### config.mk
export PLATFORM = sky130hd
export DESIGN_NAME = mrs_drive_end_flat
export DESIGN_NICKNAME = d
export VERILOG_FILES = /design/src/mrs_pkg.sv /design/src/mrs_link_if.sv /design/src/mrs_drive_end.sv /design/src/flat_wrapper.sv
export SDC_FILE = /design/constraint.sdc
export NUM_CORES = 1
export LEC_CHECK = 0
export ABC_CLOCK_PERIOD_IN_PS = 2650
export BUFFER_PORTS_ARGS = -buffer_cell sky130_fd_sc_hd__buf_2
export CAP_MARGIN = 20
export CORE_UTILIZATION = 30
export DETAILED_ROUTE_END_ITERATION = 16
export PLACE_DENSITY_LB_ADDON = 0.12
export RECOVER_POWER = 25
export SETUP_SLACK_MARGIN = 0.2
export SYNTH_ARGS = -nofsm -noshare
export SYNTH_HDL_FRONTEND = slang
export SYNTH_SLANG_ARGS = --single-unit
export TNS_END_PERCENT = 5
### constraint.sdc
create_clock -name sys_clk -period 2.65 [get_ports sys_clk]
set_input_delay 0 -clock sys_clk [delete_from_list [all_inputs] [get_ports sys_clk]]
set_output_delay 0 -clock sys_clk [all_outputs]
set_load 0.02 [all_outputs]
### src/mrs_pkg.sv
/*
  Package for the motor drive run sequencer: sequencer states, option encodings,
  pipeline depths and widths shared by the drive end and the car-controller end.
  Assumes a single 100 MHz drive clock with synchronous active-low reset.
*/
package mrs_pkg;

  // ----------------------------------------------------------------
  // Widths and depths
  // ----------------------------------------------------------------
  localparam int MRS_SPEED_W = 16;
  localparam int MRS_TORQUE_W = 16;
  localparam int MRS_SYNC_STAGES = 2;
  localparam int MRS_CLK_MHZ = 100;

  // ----------------------------------------------------------------
  // Reset values
  // ----------------------------------------------------------------
  localparam logic [MRS_TORQUE_W-1:0] MRS_TORQUE_RST = 16'h0000;
  localparam logic [MRS_SPEED_W-1:0] MRS_SPEED_RST = 16'h0000;

  // ----------------------------------------------------------------
  // Speed reference release source
  // ----------------------------------------------------------------
  localparam logic MRS_REL_REGULATOR = 1'b0;
  localparam logic MRS_REL_BRAKE = 1'b1;

  // ----------------------------------------------------------------
  // Sequencer states
  // ----------------------------------------------------------------
  typedef enum logic [2:0] {
    MRS_IDLE,
    MRS_CONTACT_WAIT,
    MRS_RUNNING,
    MRS_RAMP_DOWN
  } mrs_state_t;

  // ----------------------------------------------------------------
  // Controller end states
  // ----------------------------------------------------------------
  typedef enum logic [2:0] {
    MRS_C_IDLE,
    MRS_C_WAIT_READY,
    MRS_C_RUN,
    MRS_C_STOP,
    MRS_C_WAIT_ECHO
  } mrs_ctl_state_t;

endpackage : mrs_pkg

### src/mrs_link_if.sv
/*
  Interface carrying the logic inputs and outputs between the elevator car
  controller and the drive. Assumes both ends share sys_clk.
*/
`timescale 1ns/1ps
`default_nettype none
interface mrs_link_if;
  import mrs_pkg::*;
  logic drivePermit;
  logic runRequest;
  logic directionSelect;
  logic [1:0] profileSelect;
  logic brakeOpen;
  logic pretorqueCapture;
  logic [MRS_TORQUE_W-1:0] pretorqueValue;
  logic [MRS_SPEED_W-1:0] speedCommand;
  logic contactorClosed;
  logic runReady;
  logic runEcho;
  logic faultOut;
  logic contactorClose;

  modport drive (
    input drivePermit, runRequest, directionSelect, profileSelect, brakeOpen,
    input pretorqueCapture, pretorqueValue, speedCommand, contactorClosed,
    output runReady, runEcho, faultOut, contactorClose
  );
  modport ctrl (
    output drivePermit, runRequest, directionSelect, profileSelect, brakeOpen,
    output pretorqueCapture, pretorqueValue, speedCommand, contactorClosed,
    input runReady, runEcho, faultOut, contactorClose
  );
endinterface : mrs_link_if
`default_nettype wire

### src/mrs_drive_end.sv
/*
  Drive end of the run sequencer: synchronises the controller's logic inputs,
  gates a run request on permit and readiness, echoes the run, optionally
  sequences the motor contactor, holds the echo through a torque ramp-down,
  captures a pre-torque value and releases the speed reference.
  Assumes the controller end drives the link on the same sys_clk domain or
  from pins; every input is therefore passed through two flip-flops.
*/
`timescale 1ns/1ps
`default_nettype none
module mrs_drive_end
  import mrs_pkg::*;
#(
  parameter int SPEED_W = MRS_SPEED_W,
  parameter int TORQUE_W = MRS_TORQUE_W
) (
  input wire logic sys_clk,
  input wire logic nrst,
  input wire logic clkEn,
  mrs_link_if.drive link,
  input wire logic softwareReady,
  input wire logic faultPresent,
  input wire logic contactorControlMode,
  input wire logic rampDownEnable,
  input wire logic ref_release_source,
  input wire logic regulatorRelease,
  input wire logic pretorqueUsed,
  input wire logic torqueAtZero,
  output logic runConfirm,
  output logic speedRefRelease,
  output logic rampActive,
  output logic signed [SPEED_W-1:0] speedCmdSigned,
  output logic [1:0] profileSelected,
  output logic pretorqueValid,
  output logic [TORQUE_W-1:0] pretorqueStored
);

  // ----------------------------------------------------------------
  // Input synchronisers
  // ----------------------------------------------------------------
  localparam int NBIT = 7;
  localparam int NWORD = SPEED_W + TORQUE_W;
  logic [NBIT-1:0] bitMeta, bitSync;
  logic [NWORD-1:0] wordMeta, wordSync;
  logic [NBIT-1:0] rawBits;
  logic [NWORD-1:0] rawWords;
  logic capturePrev;

  assign rawBits = {link.drivePermit, link.runRequest, link.directionSelect,
                    link.profileSelect, link.brakeOpen, link.pretorqueCapture};
  assign rawWords = {link.speedCommand, link.pretorqueValue};

  always_ff @(posedge sys_clk) begin
    if (!nrst) begin
      bitMeta <= '0;
      bitSync <= '0;
      wordMeta <= '0;
      wordSync <= '0;
      capturePrev <= 1'b0;
    end else if (clkEn) begin
      bitMeta <= rawBits;
      bitSync <= bitMeta;
      wordMeta <= rawWords;
      wordSync <= wordMeta;
      capturePrev <= bitSync[0];
    end
  end

  logic permitS, runS, dirS, brakeS, captureS, captureRise;
  logic [1:0] profileS;
  logic [SPEED_W-1:0] speedS;
  logic [TORQUE_W-1:0] pretorqueS;
  assign {permitS, runS, dirS, profileS, brakeS, captureS} = bitSync;
  assign {speedS, pretorqueS} = wordSync;
  assign captureRise = captureS && !capturePrev;

  // Contactor confirmation is a separate pin with its own synchroniser.
  logic confirmMeta, confirmS;
  always_ff @(posedge sys_clk) begin
    if (!nrst) begin
      confirmMeta <= 1'b0;
      confirmS <= 1'b0;
    end else if (clkEn) begin
      confirmMeta <= link.contactorClosed;
      confirmS <= confirmMeta;
    end
  end

  // ----------------------------------------------------------------
  // Run sequencer
  // ----------------------------------------------------------------
  mrs_state_t state, next_state;
  logic ready;
  logic runPrev, next_runPrev;
  logic echo, next_echo;
  logic closeOut, next_closeOut;
  logic confirm, next_confirm;
  logic [1:0] profile, next_profile;

  assign ready = softwareReady && !faultPresent;

  always_comb begin
    next_state = state;
    next_runPrev = runS;
    next_echo = echo;
    next_closeOut = closeOut;
    next_confirm = confirm;
    next_profile = profile;
    case (state)
      MRS_IDLE: begin
        next_echo = 1'b0;
        next_closeOut = 1'b0;
        next_confirm = 1'b0;
        // A request held before ready rose does not count; a fresh edge is needed.
        if (runS && !runPrev && ready && permitS) begin
          next_profile = profileS;
          next_echo = 1'b1;
          if (contactorControlMode) begin
            next_closeOut = 1'b1;
            next_state = MRS_CONTACT_WAIT;
          end else begin
            next_confirm = 1'b1;
            next_state = MRS_RUNNING;
          end
        end
      end
      MRS_CONTACT_WAIT: begin
        if (confirmS) begin
          next_confirm = 1'b1;
          next_state = MRS_RUNNING;
        end
        if (!runS) begin
          next_echo = 1'b0;
          next_closeOut = 1'b0;
          next_state = MRS_IDLE;
        end
      end
      MRS_RUNNING: begin
        if (!runS) begin
          if (rampDownEnable && !torqueAtZero) begin
            next_state = MRS_RAMP_DOWN;
          end else begin
            next_echo = 1'b0;
            next_confirm = 1'b0;
            next_closeOut = 1'b0;
            next_state = MRS_IDLE;
          end
        end
      end
      MRS_RAMP_DOWN: begin
        if (torqueAtZero) begin
          next_echo = 1'b0;
          next_confirm = 1'b0;
          next_closeOut = 1'b0;
          next_state = MRS_IDLE;
        end
      end
      default: begin
        next_state = MRS_IDLE;
      end
    endcase
    if (!permitS || faultPresent) begin
      next_state = MRS_IDLE;
      next_echo = 1'b0;
      next_confirm = 1'b0;
      next_closeOut = 1'b0;
    end
  end

  always_ff @(posedge sys_clk) begin
    if (!nrst) begin
      state <= MRS_IDLE;
      runPrev <= 1'b0;
      echo <= 1'b0;
      closeOut <= 1'b0;
      confirm <= 1'b0;
      profile <= 2'h0;
    end else if (clkEn) begin
      state <= next_state;
      runPrev <= next_runPrev;
      echo <= next_echo;
      closeOut <= next_closeOut;
      confirm <= next_confirm;
      profile <= next_profile;
    end
  end

  // ----------------------------------------------------------------
  // Pre-torque capture and reference release
  // ----------------------------------------------------------------
  logic ptValid, next_ptValid;
  logic [TORQUE_W-1:0] ptValue, next_ptValue;
  logic refRel, next_refRel;
  logic signed [SPEED_W-1:0] speedOut, next_speedOut;
  logic readyQ, faultQ;

  always_comb begin
    next_ptValid = ptValid;
    next_ptValue = ptValue;
    if (regulatorRelease && pretorqueUsed && ptValid) begin
      next_ptValid = 1'b0;
      next_ptValue = MRS_TORQUE_RST;
    end
    if (captureRise) begin
      next_ptValid = 1'b1;
      next_ptValue = pretorqueS;
    end
    if (ref_release_source == MRS_REL_BRAKE) begin
      next_refRel = regulatorRelease && brakeS && confirm;
    end else begin
      next_refRel = regulatorRelease && confirm;
    end
    if (dirS) begin
      next_speedOut = SPEED_W'(-$signed(speedS));
    end else begin
      next_speedOut = $signed(speedS);
    end
    if (!next_refRel) begin
      next_speedOut = '0;
    end
  end

  always_ff @(posedge sys_clk) begin
    if (!nrst) begin
      ptValid <= 1'b0;
      ptValue <= MRS_TORQUE_RST;
      refRel <= 1'b0;
      speedOut <= '0;
      readyQ <= 1'b0;
      faultQ <= 1'b0;
    end else if (clkEn) begin
      ptValid <= next_ptValid;
      ptValue <= next_ptValue;
      refRel <= next_refRel;
      speedOut <= next_speedOut;
      readyQ <= ready;
      faultQ <= faultPresent;
    end
  end

  assign link.runReady = readyQ;
  assign link.faultOut = faultQ;
  assign link.runEcho = echo;
  assign link.contactorClose = closeOut;
  assign runConfirm = confirm;
  assign speedRefRelease = refRel;
  assign rampActive = (state == MRS_RAMP_DOWN);
  assign speedCmdSigned = speedOut;
  assign profileSelected = profile;
  assign pretorqueValid = ptValid;
  assign pretorqueStored = ptValue;

endmodule : mrs_drive_end
`default_nettype wire

### src/flat_wrapper.sv
// flat-port wrapper written by rule: the top's interface ports become plain ports
module mrs_drive_end_flat import mrs_pkg::*;
#(
  parameter int SPEED_W = MRS_SPEED_W,
  parameter int TORQUE_W = MRS_TORQUE_W
)
  (sys_clk, nrst, clkEn, softwareReady, faultPresent, contactorControlMode, rampDownEnable, ref_release_source, regulatorRelease, pretorqueUsed, torqueAtZero, runConfirm, speedRefRelease, rampActive, speedCmdSigned, profileSelected, pretorqueValid, pretorqueStored, link_drivePermit, link_runRequest, link_directionSelect, link_profileSelect, link_brakeOpen, link_pretorqueCapture, link_pretorqueValue, link_speedCommand, link_contactorClosed, link_runReady, link_runEcho, link_faultOut, link_contactorClose);
  mrs_link_if link_i ();
  input wire logic sys_clk;
  input wire logic nrst;
  input wire logic clkEn;
  input wire logic softwareReady;
  input wire logic faultPresent;
  input wire logic contactorControlMode;
  input wire logic rampDownEnable;
  input wire logic ref_release_source;
  input wire logic regulatorRelease;
  input wire logic pretorqueUsed;
  input wire logic torqueAtZero;
  output logic runConfirm;
  output logic speedRefRelease;
  output logic rampActive;
  output logic signed [SPEED_W-1:0] speedCmdSigned;
  output logic [1:0] profileSelected;
  output logic pretorqueValid;
  output logic [TORQUE_W-1:0] pretorqueStored;
  input wire logic [$bits(link_i.drivePermit)-1:0] link_drivePermit;
  input wire logic [$bits(link_i.runRequest)-1:0] link_runRequest;
  input wire logic [$bits(link_i.directionSelect)-1:0] link_directionSelect;
  input wire logic [$bits(link_i.profileSelect)-1:0] link_profileSelect;
  input wire logic [$bits(link_i.brakeOpen)-1:0] link_brakeOpen;
  input wire logic [$bits(link_i.pretorqueCapture)-1:0] link_pretorqueCapture;
  input wire logic [$bits(link_i.pretorqueValue)-1:0] link_pretorqueValue;
  input wire logic [$bits(link_i.speedCommand)-1:0] link_speedCommand;
  input wire logic [$bits(link_i.contactorClosed)-1:0] link_contactorClosed;
  output wire logic [$bits(link_i.runReady)-1:0] link_runReady;
  output wire logic [$bits(link_i.runEcho)-1:0] link_runEcho;
  output wire logic [$bits(link_i.faultOut)-1:0] link_faultOut;
  output wire logic [$bits(link_i.contactorClose)-1:0] link_contactorClose;
  assign link_i.drivePermit = link_drivePermit;
  assign link_i.runRequest = link_runRequest;
  assign link_i.directionSelect = link_directionSelect;
  assign link_i.profileSelect = link_profileSelect;
  assign link_i.brakeOpen = link_brakeOpen;
  assign link_i.pretorqueCapture = link_pretorqueCapture;
  assign link_i.pretorqueValue = link_pretorqueValue;
  assign link_i.speedCommand = link_speedCommand;
  assign link_i.contactorClosed = link_contactorClosed;
  assign link_runReady = link_i.runReady;
  assign link_runEcho = link_i.runEcho;
  assign link_faultOut = link_i.faultOut;
  assign link_contactorClose = link_i.contactorClose;
  mrs_drive_end #(.SPEED_W(SPEED_W), .TORQUE_W(TORQUE_W)) u_core (.sys_clk(sys_clk), .nrst(nrst), .clkEn(clkEn), .link(link_i), .softwareReady(softwareReady), .faultPresent(faultPresent), .contactorControlMode(contactorControlMode), .rampDownEnable(rampDownEnable), .ref_release_source(ref_release_source), .regulatorRelease(regulatorRelease), .pretorqueUsed(pretorqueUsed), .torqueAtZero(torqueAtZero), .runConfirm(runConfirm), .speedRefRelease(speedRefRelease), .rampActive(rampActive), .speedCmdSigned(speedCmdSigned), .profileSelected(profileSelected), .pretorqueValid(pretorqueValid), .pretorqueStored(pretorqueStored));
endmodule
---- Word-level counts from Yosys, hierarchy flattened ----
Cells that the tools add are included.
word-level totals
  output and inout bits ................... 42
  logic and storage cells ................. 87
  bits in registers ....................... 126
operators by class
  eq/ne operators ......................... 10
  $add $sub $neg .......................... 1
  multiplexer cells ....................... 32
  reductions and logical operators ........ 25
operator list
  operator                                                          number
  16-bit two-way mux                                                4
  3-bit two-way mux                                                 6
  1-bit two-way mux                                                 16
  16-bit negation                                                   1
  1-bit one-hot mux with 4 select lines                             3
  3-bit one-hot mux with 4 select lines                             1
  6-bit AND reduction                                               2
  1-bit logical AND                                                 11
  3-bit != test (second input constant)                             3
  3-bit by 2-bit == test with 1-bit output (second input constant)  2
  3-bit by 1-bit != test with 1-bit output (second input constant)  2
  1-bit zero test                                                   5
  5-bit AND reduction                                               1
  5-bit nonzero test                                                1
  2-bit two-way mux                                                 2
  4-bit != test (second input constant)                             1
  3-bit by 1-bit == test with 1-bit output (second input constant)  1
  3-bit zero test                                                   1
  3-bit by 2-bit != test with 1-bit output (second input constant)  1
  3-bit AND reduction                                               1
  2-bit AND reduction                                               1
  2-bit nonzero test                                                1
  1-bit logical OR                                                  1

---- Longest topological paths before layout ----
  depth after elaboration ................. 7
  depth in mapped cells ................... 7

---- Worst setup path before layout ----
Ideal clock, no wire load.
  path type ............................... register to register
  from .................................... reg u_core.wordSync[16]
  to ...................................... reg u_core.speedOut[14] (netlist: u_core.speedCmdSigned[14])
  stages on the path, launching flop included .. 8
  arrival ................................. 1.822 ns
  slack ................................... 0.701 ns
  period minus slack after synthesis ...... 1.949 ns
  cell sequence ........................... dfxtp_1 -> inv_1 -> ha_1 -> or3b_1 -> or4_1 -> o31ai_1 -> xor2_1 -> o21ai_1
on the way
  longest elaborated chain between the ends .. 3
RTL lines
  element                   line                  source
  start: declaration        mrs_drive_end.sv:44   logic [NWORD-1:0] wordMeta, wordSync;
  start signal: assignment  mrs_drive_end.sv:64   wordSync <= wordMeta;
  16-bit negation           mrs_drive_end.sv:214  next_speedOut = SPEED_W'(-$signed(speedS));
  16-bit two-way mux        mrs_drive_end.sv:213  if (dirS) begin
  16-bit two-way mux        mrs_drive_end.sv:218  if (!next_refRel) begin
  end signal: assignment    mrs_drive_end.sv:235  speedOut <= next_speedOut;
  end: declaration          mrs_drive_end.sv:194  logic signed [SPEED_W-1:0] speedOut, next_speedOut;
Every way passes these cells.
A chain may end at the register's enable or synchronous reset.

==> metrics.md <==
| Metric | Value |
|---|---|
| Area of placed instances | `5800 um2` |
| Synth Cell Area | `5120 um2` |
| Final Max Tran Viols | `47` |
| CP Data Required Time | `3000 ps` |
| Largest net degree at the start of global routing | `62` |
| Unique cell type count in the Yosys netlist | `44` |
| Slew headroom | `-5.25%` |
| Adder-Cell Fraction of Synth Area | `1.47%` |
| Static leakage | `0.00283 uW` |
| Detail Route Antenna Nets | `0` |
| Biggest area consumer among synthesized cells | `dfxtp_1` |
| Initial antenna violation count | `0` |
| Critical path type | `input port to flop` |
| FF-to-FF setup slack | `500 ps` |
| EDFF count, synth | `0` |
| Count leader, synth | `dfxtp_1` |
| Layout area overhead | `36.2%` |
| Core footprint | `16600 um2` |
| Sw Share | `21.0%` |
| Synth Area in Compound Gates | `8.71%` |
| R2R Path Start | `u_core.wordSync[16]` |
| Max Fclk | `436 MHz` |
| Final std cell area, no fill | `6970 um2` |
| Hold Path Depth | `4` |
| Die boundary height | `133 um` |
| Final hold vios | `0` |
| Final Critical Period | `2300 ps` |
| Data arrival time of the critical path | `2650 ps` |
| Unrepaired setup endpoints after global routing | `no` |
| GR Overflow Total | `0` |
| # DRC | `0` |
| DR WL/cell | `13.2 um` |
| Clock transition at the registers of the reported paths | `60 ps` |
| Clk_lat worst skew | `410 ps` |
| Worst setup SP type | `input port` |
| Main combinational cell family by area after synthesis | `simple AND/OR/NAND/NOR gates` |
| Final worst path period share | `86.6%` |
| Ys async rst share | `0%` |
| CTS tree | `done` |
| Post-synthesis simple-gate area fraction | `18.6%` |
| Commonest cells post-synth | `dfxtp_1, nor2b_1, mux2i_1` |
| # fillers | `1638` |
| Logic gate share of total power | `7.1%` |
| Synth top area share | `48.9%` |
| Post-Syn Instances | `491` |
| CTS root buffer | `clkbuf_16` |
| Max incr delay on CP | `580 ps` |
| Final nets | `691` |
| Count of buffer and inverter cells on the critical path | `5` |
| Psw | `1040 uW` |
| Synth Flop Type | `dfxtp_1` |
| Sequential fraction of the synthesis area | `48.9%` |
| Clk pwr share | `53.0%` |
| H-tree depth | `4` |
| Post-Synth XOR/XNOR Area | `2.40%` |
| Ys Warns | `0` |
| Cell-by-cell trace of the critical path | `dlygate4sd3_1 > buf_4 > buf_4 > nand3b_1 > dlygate4sd3_1 > a21boi_0 > dlygate4sd3_1` |
| Max Cap Viol | `1` |
| Final wirelength | `11400 um` |
| HPWL after DPL | `7430 um` |
| Critical path endpoint category | `flop` |
| Tot GR Track Use | `13.7%` |
| Clk_skew | `6.51 ps` |
| CP max stage cell | `dlygate4sd3_1` |
| Syn_nets | `548` |
| Layout Utilization | `41.9%` |
| Reg-to-reg endpoint | `u_core.speedCmdSigned[12]` |
| Critical path's most frequent cell | `dlygate4sd3_1` |
| Num CTS Buffers | `17` |
| Full die area | `17600 um2` |
| First DRT Iteration DRCs | `182` |
| CP Max Fanout | `43` |
| Sink Count | `125` |
| ANT cells | `0` |
| Vias per cell | `4.39` |
| Reg power frac | `39.9%` |
| First-pass GRT wire length | `19000 um` |
| Yosys reg bits | `125` |
| Worst hold start | `torqueAtZero` |
| Post-synthesis mux area share | `17.0%` |
| Slew @ Worst Pin | `1580 ps` |
| Failing checks | `max-capacitance violations, max-slew violations` |
| Hold WC Path Type | `input port to flop` |
| Hold Path End | `u_core.state[1]` |
| Post-CTS Setup Bufs | `0` |
| Routability cong. | `0.768` |
| Peak VDD IR | `0.000499 V` |
| Setup TNS | `0 ps` |
| Setup Viol. Count Final | `0` |
| Port bufs | `92` |
| Fraction of layout cells with a size suffix above 1 | `15.0%` |
| Power Internal | `3930 uW` |
| Status | `complete, but fails checks` |
| Starting density of the core | `30.7%` |
| Total number of vias | `3808` |
| Clock buffer depth | `2` |
| CP delay by family, top | `buffers and inverters` |
| Vias in the first global route | `3813` |
| Power density over the cells | `714 nW/um2` |
| Drt first pass iters | `6` |
| Post-Syn Area per Cell | `10.4 um2` |
| # rows | `47` |
| Die Width | `133 um` |
| # IOs | `93` |
| Synth top area cells | `dfxtp_1, mux2i_1, nor2b_1, a22oi_1, nand2_1` |
| Worst reg2reg path depth | `7` |
[power groups by stage]
stage | Clock, uW | Combinational [uW] | Sequential, uW
5_1_grt | 2800 | 391 | 1990
3_5_place_dp | 0 | 296 | 2020
2_1_floorplan | 0 | 211 | 2010
4_1_cts | 2710 | 360 | 1980
6_report | 2640 | 353 | 1980
3_3_place_gp | 0 | 292 | 2020
[worst min-delay path, cell delays in order]
cell and delay (ps):
buf_2 80, nand2b_1 120, a31oi_1 120, o2bb2ai_1 120
[per-stage QoR]
| stage | hold slack (ps) | cells | power (uW) | worst slack, ps |
|---|---|---|---|---|
| CTS | 54.0 | 867 | 5050 | 380 |
| global route | 95.6 | 867 | 5180 | 220 |
| finish | 77.5 | 867 | 4970 | 355 |
| detailed placement | 265 | 780 | 2320 | 486 |
| global placement | 258 | 780 | 2310 | 551 |
| floorplan | 151 | 491 | 2220 | 701 |
[final cells by class]
cell class	count	area [um2]	area share, %
sequential	125	2500	35.9
multi-input combinational	327	2470	35.5
timing repair buffer	153	1000	14.4
clock buffer	18	439	6.30
tap	220	275	3.95
clock inverter	14	239	3.43
inverter	10	37.5	0.539
[routing by layer]
layer	track usage (%)	wire length [um]	share of wire [%]
met2	22.5	5340	47
met5	0	0	0
met1	16.4	5360	47
met4	6.13	200	1.8
met3	4.33	508	4.5
[registers in the layout, indices dropped and copies added, names as in the netlist, 2 cells and up]
| name | flops |
|---|---|
| u_core.wordMeta | 32 |
| u_core.wordSync | 32 |
| u_core.pretorqueStored | 16 |
| u_core.speedCmdSigned | 16 |
| u_core.bitMeta | 7 |
| u_core.bitSync | 7 |
| u_core.profileSelected | 2 |
| u_core.state | 2 |
[how the worst max path moves through the flow]
| stage | startpoint | to | slack [ps] | cells after the start |
|---|---|---|---|---|
| floorplan | u_core.wordSync[16] | u_core.speedCmdSigned[14] | 700 | 7 |
| global placement | u_core.wordSync[16] | u_core.speedCmdSigned[12] | 550 | 7 |
| detailed placement | u_core.wordSync[16] | u_core.speedCmdSigned[12] | 490 | 7 |
| CTS | clkEn | u_core.link.runReady | 380 | 7 |
| global route | clkEn | u_core.link.runReady | 220 | 7 |
| finish | clkEn | u_core.link.runReady | 350 | 7 |
[layout by cell type, fill, tap and decap left out, types with 4 or more instances in the layout]
cell	instances
o21ai_1	10
a21boi_0	4
a22oi_1	18
dfxtp_1	125
ha_1	6
clkbuf_16	17
o31ai_1	5
bufinv_16	6
nand2_1	25
o21ai_0	7
mux2i_1	87
buf_4	6
xor2_1	10
buf_2	51
nor2b_1	110
clkbuf_1	41
dlygate4sd3_1	55
inv_1	9
xnor2_1	4
[repair_timing]
item,4_1_cts,5_1_grt
setup endpoints to repair,0,0
hold endpoints to repair,51,0
hold buffers,55,0
gates resized for setup,0,0
[kinds of logic (layout without fill, tap and decap cells)]
logic type                 Yosys count  after routing
adders and majority gates            6              6
muxes                               87             87
AOI/OAI and AO/OA                   61             61
buffers and inverters               39            195
and+or+nand+nor                    159            159
DFF                                125            125
xor gates and xnor gates            14             14
Power figures use the tool's default switching activity.
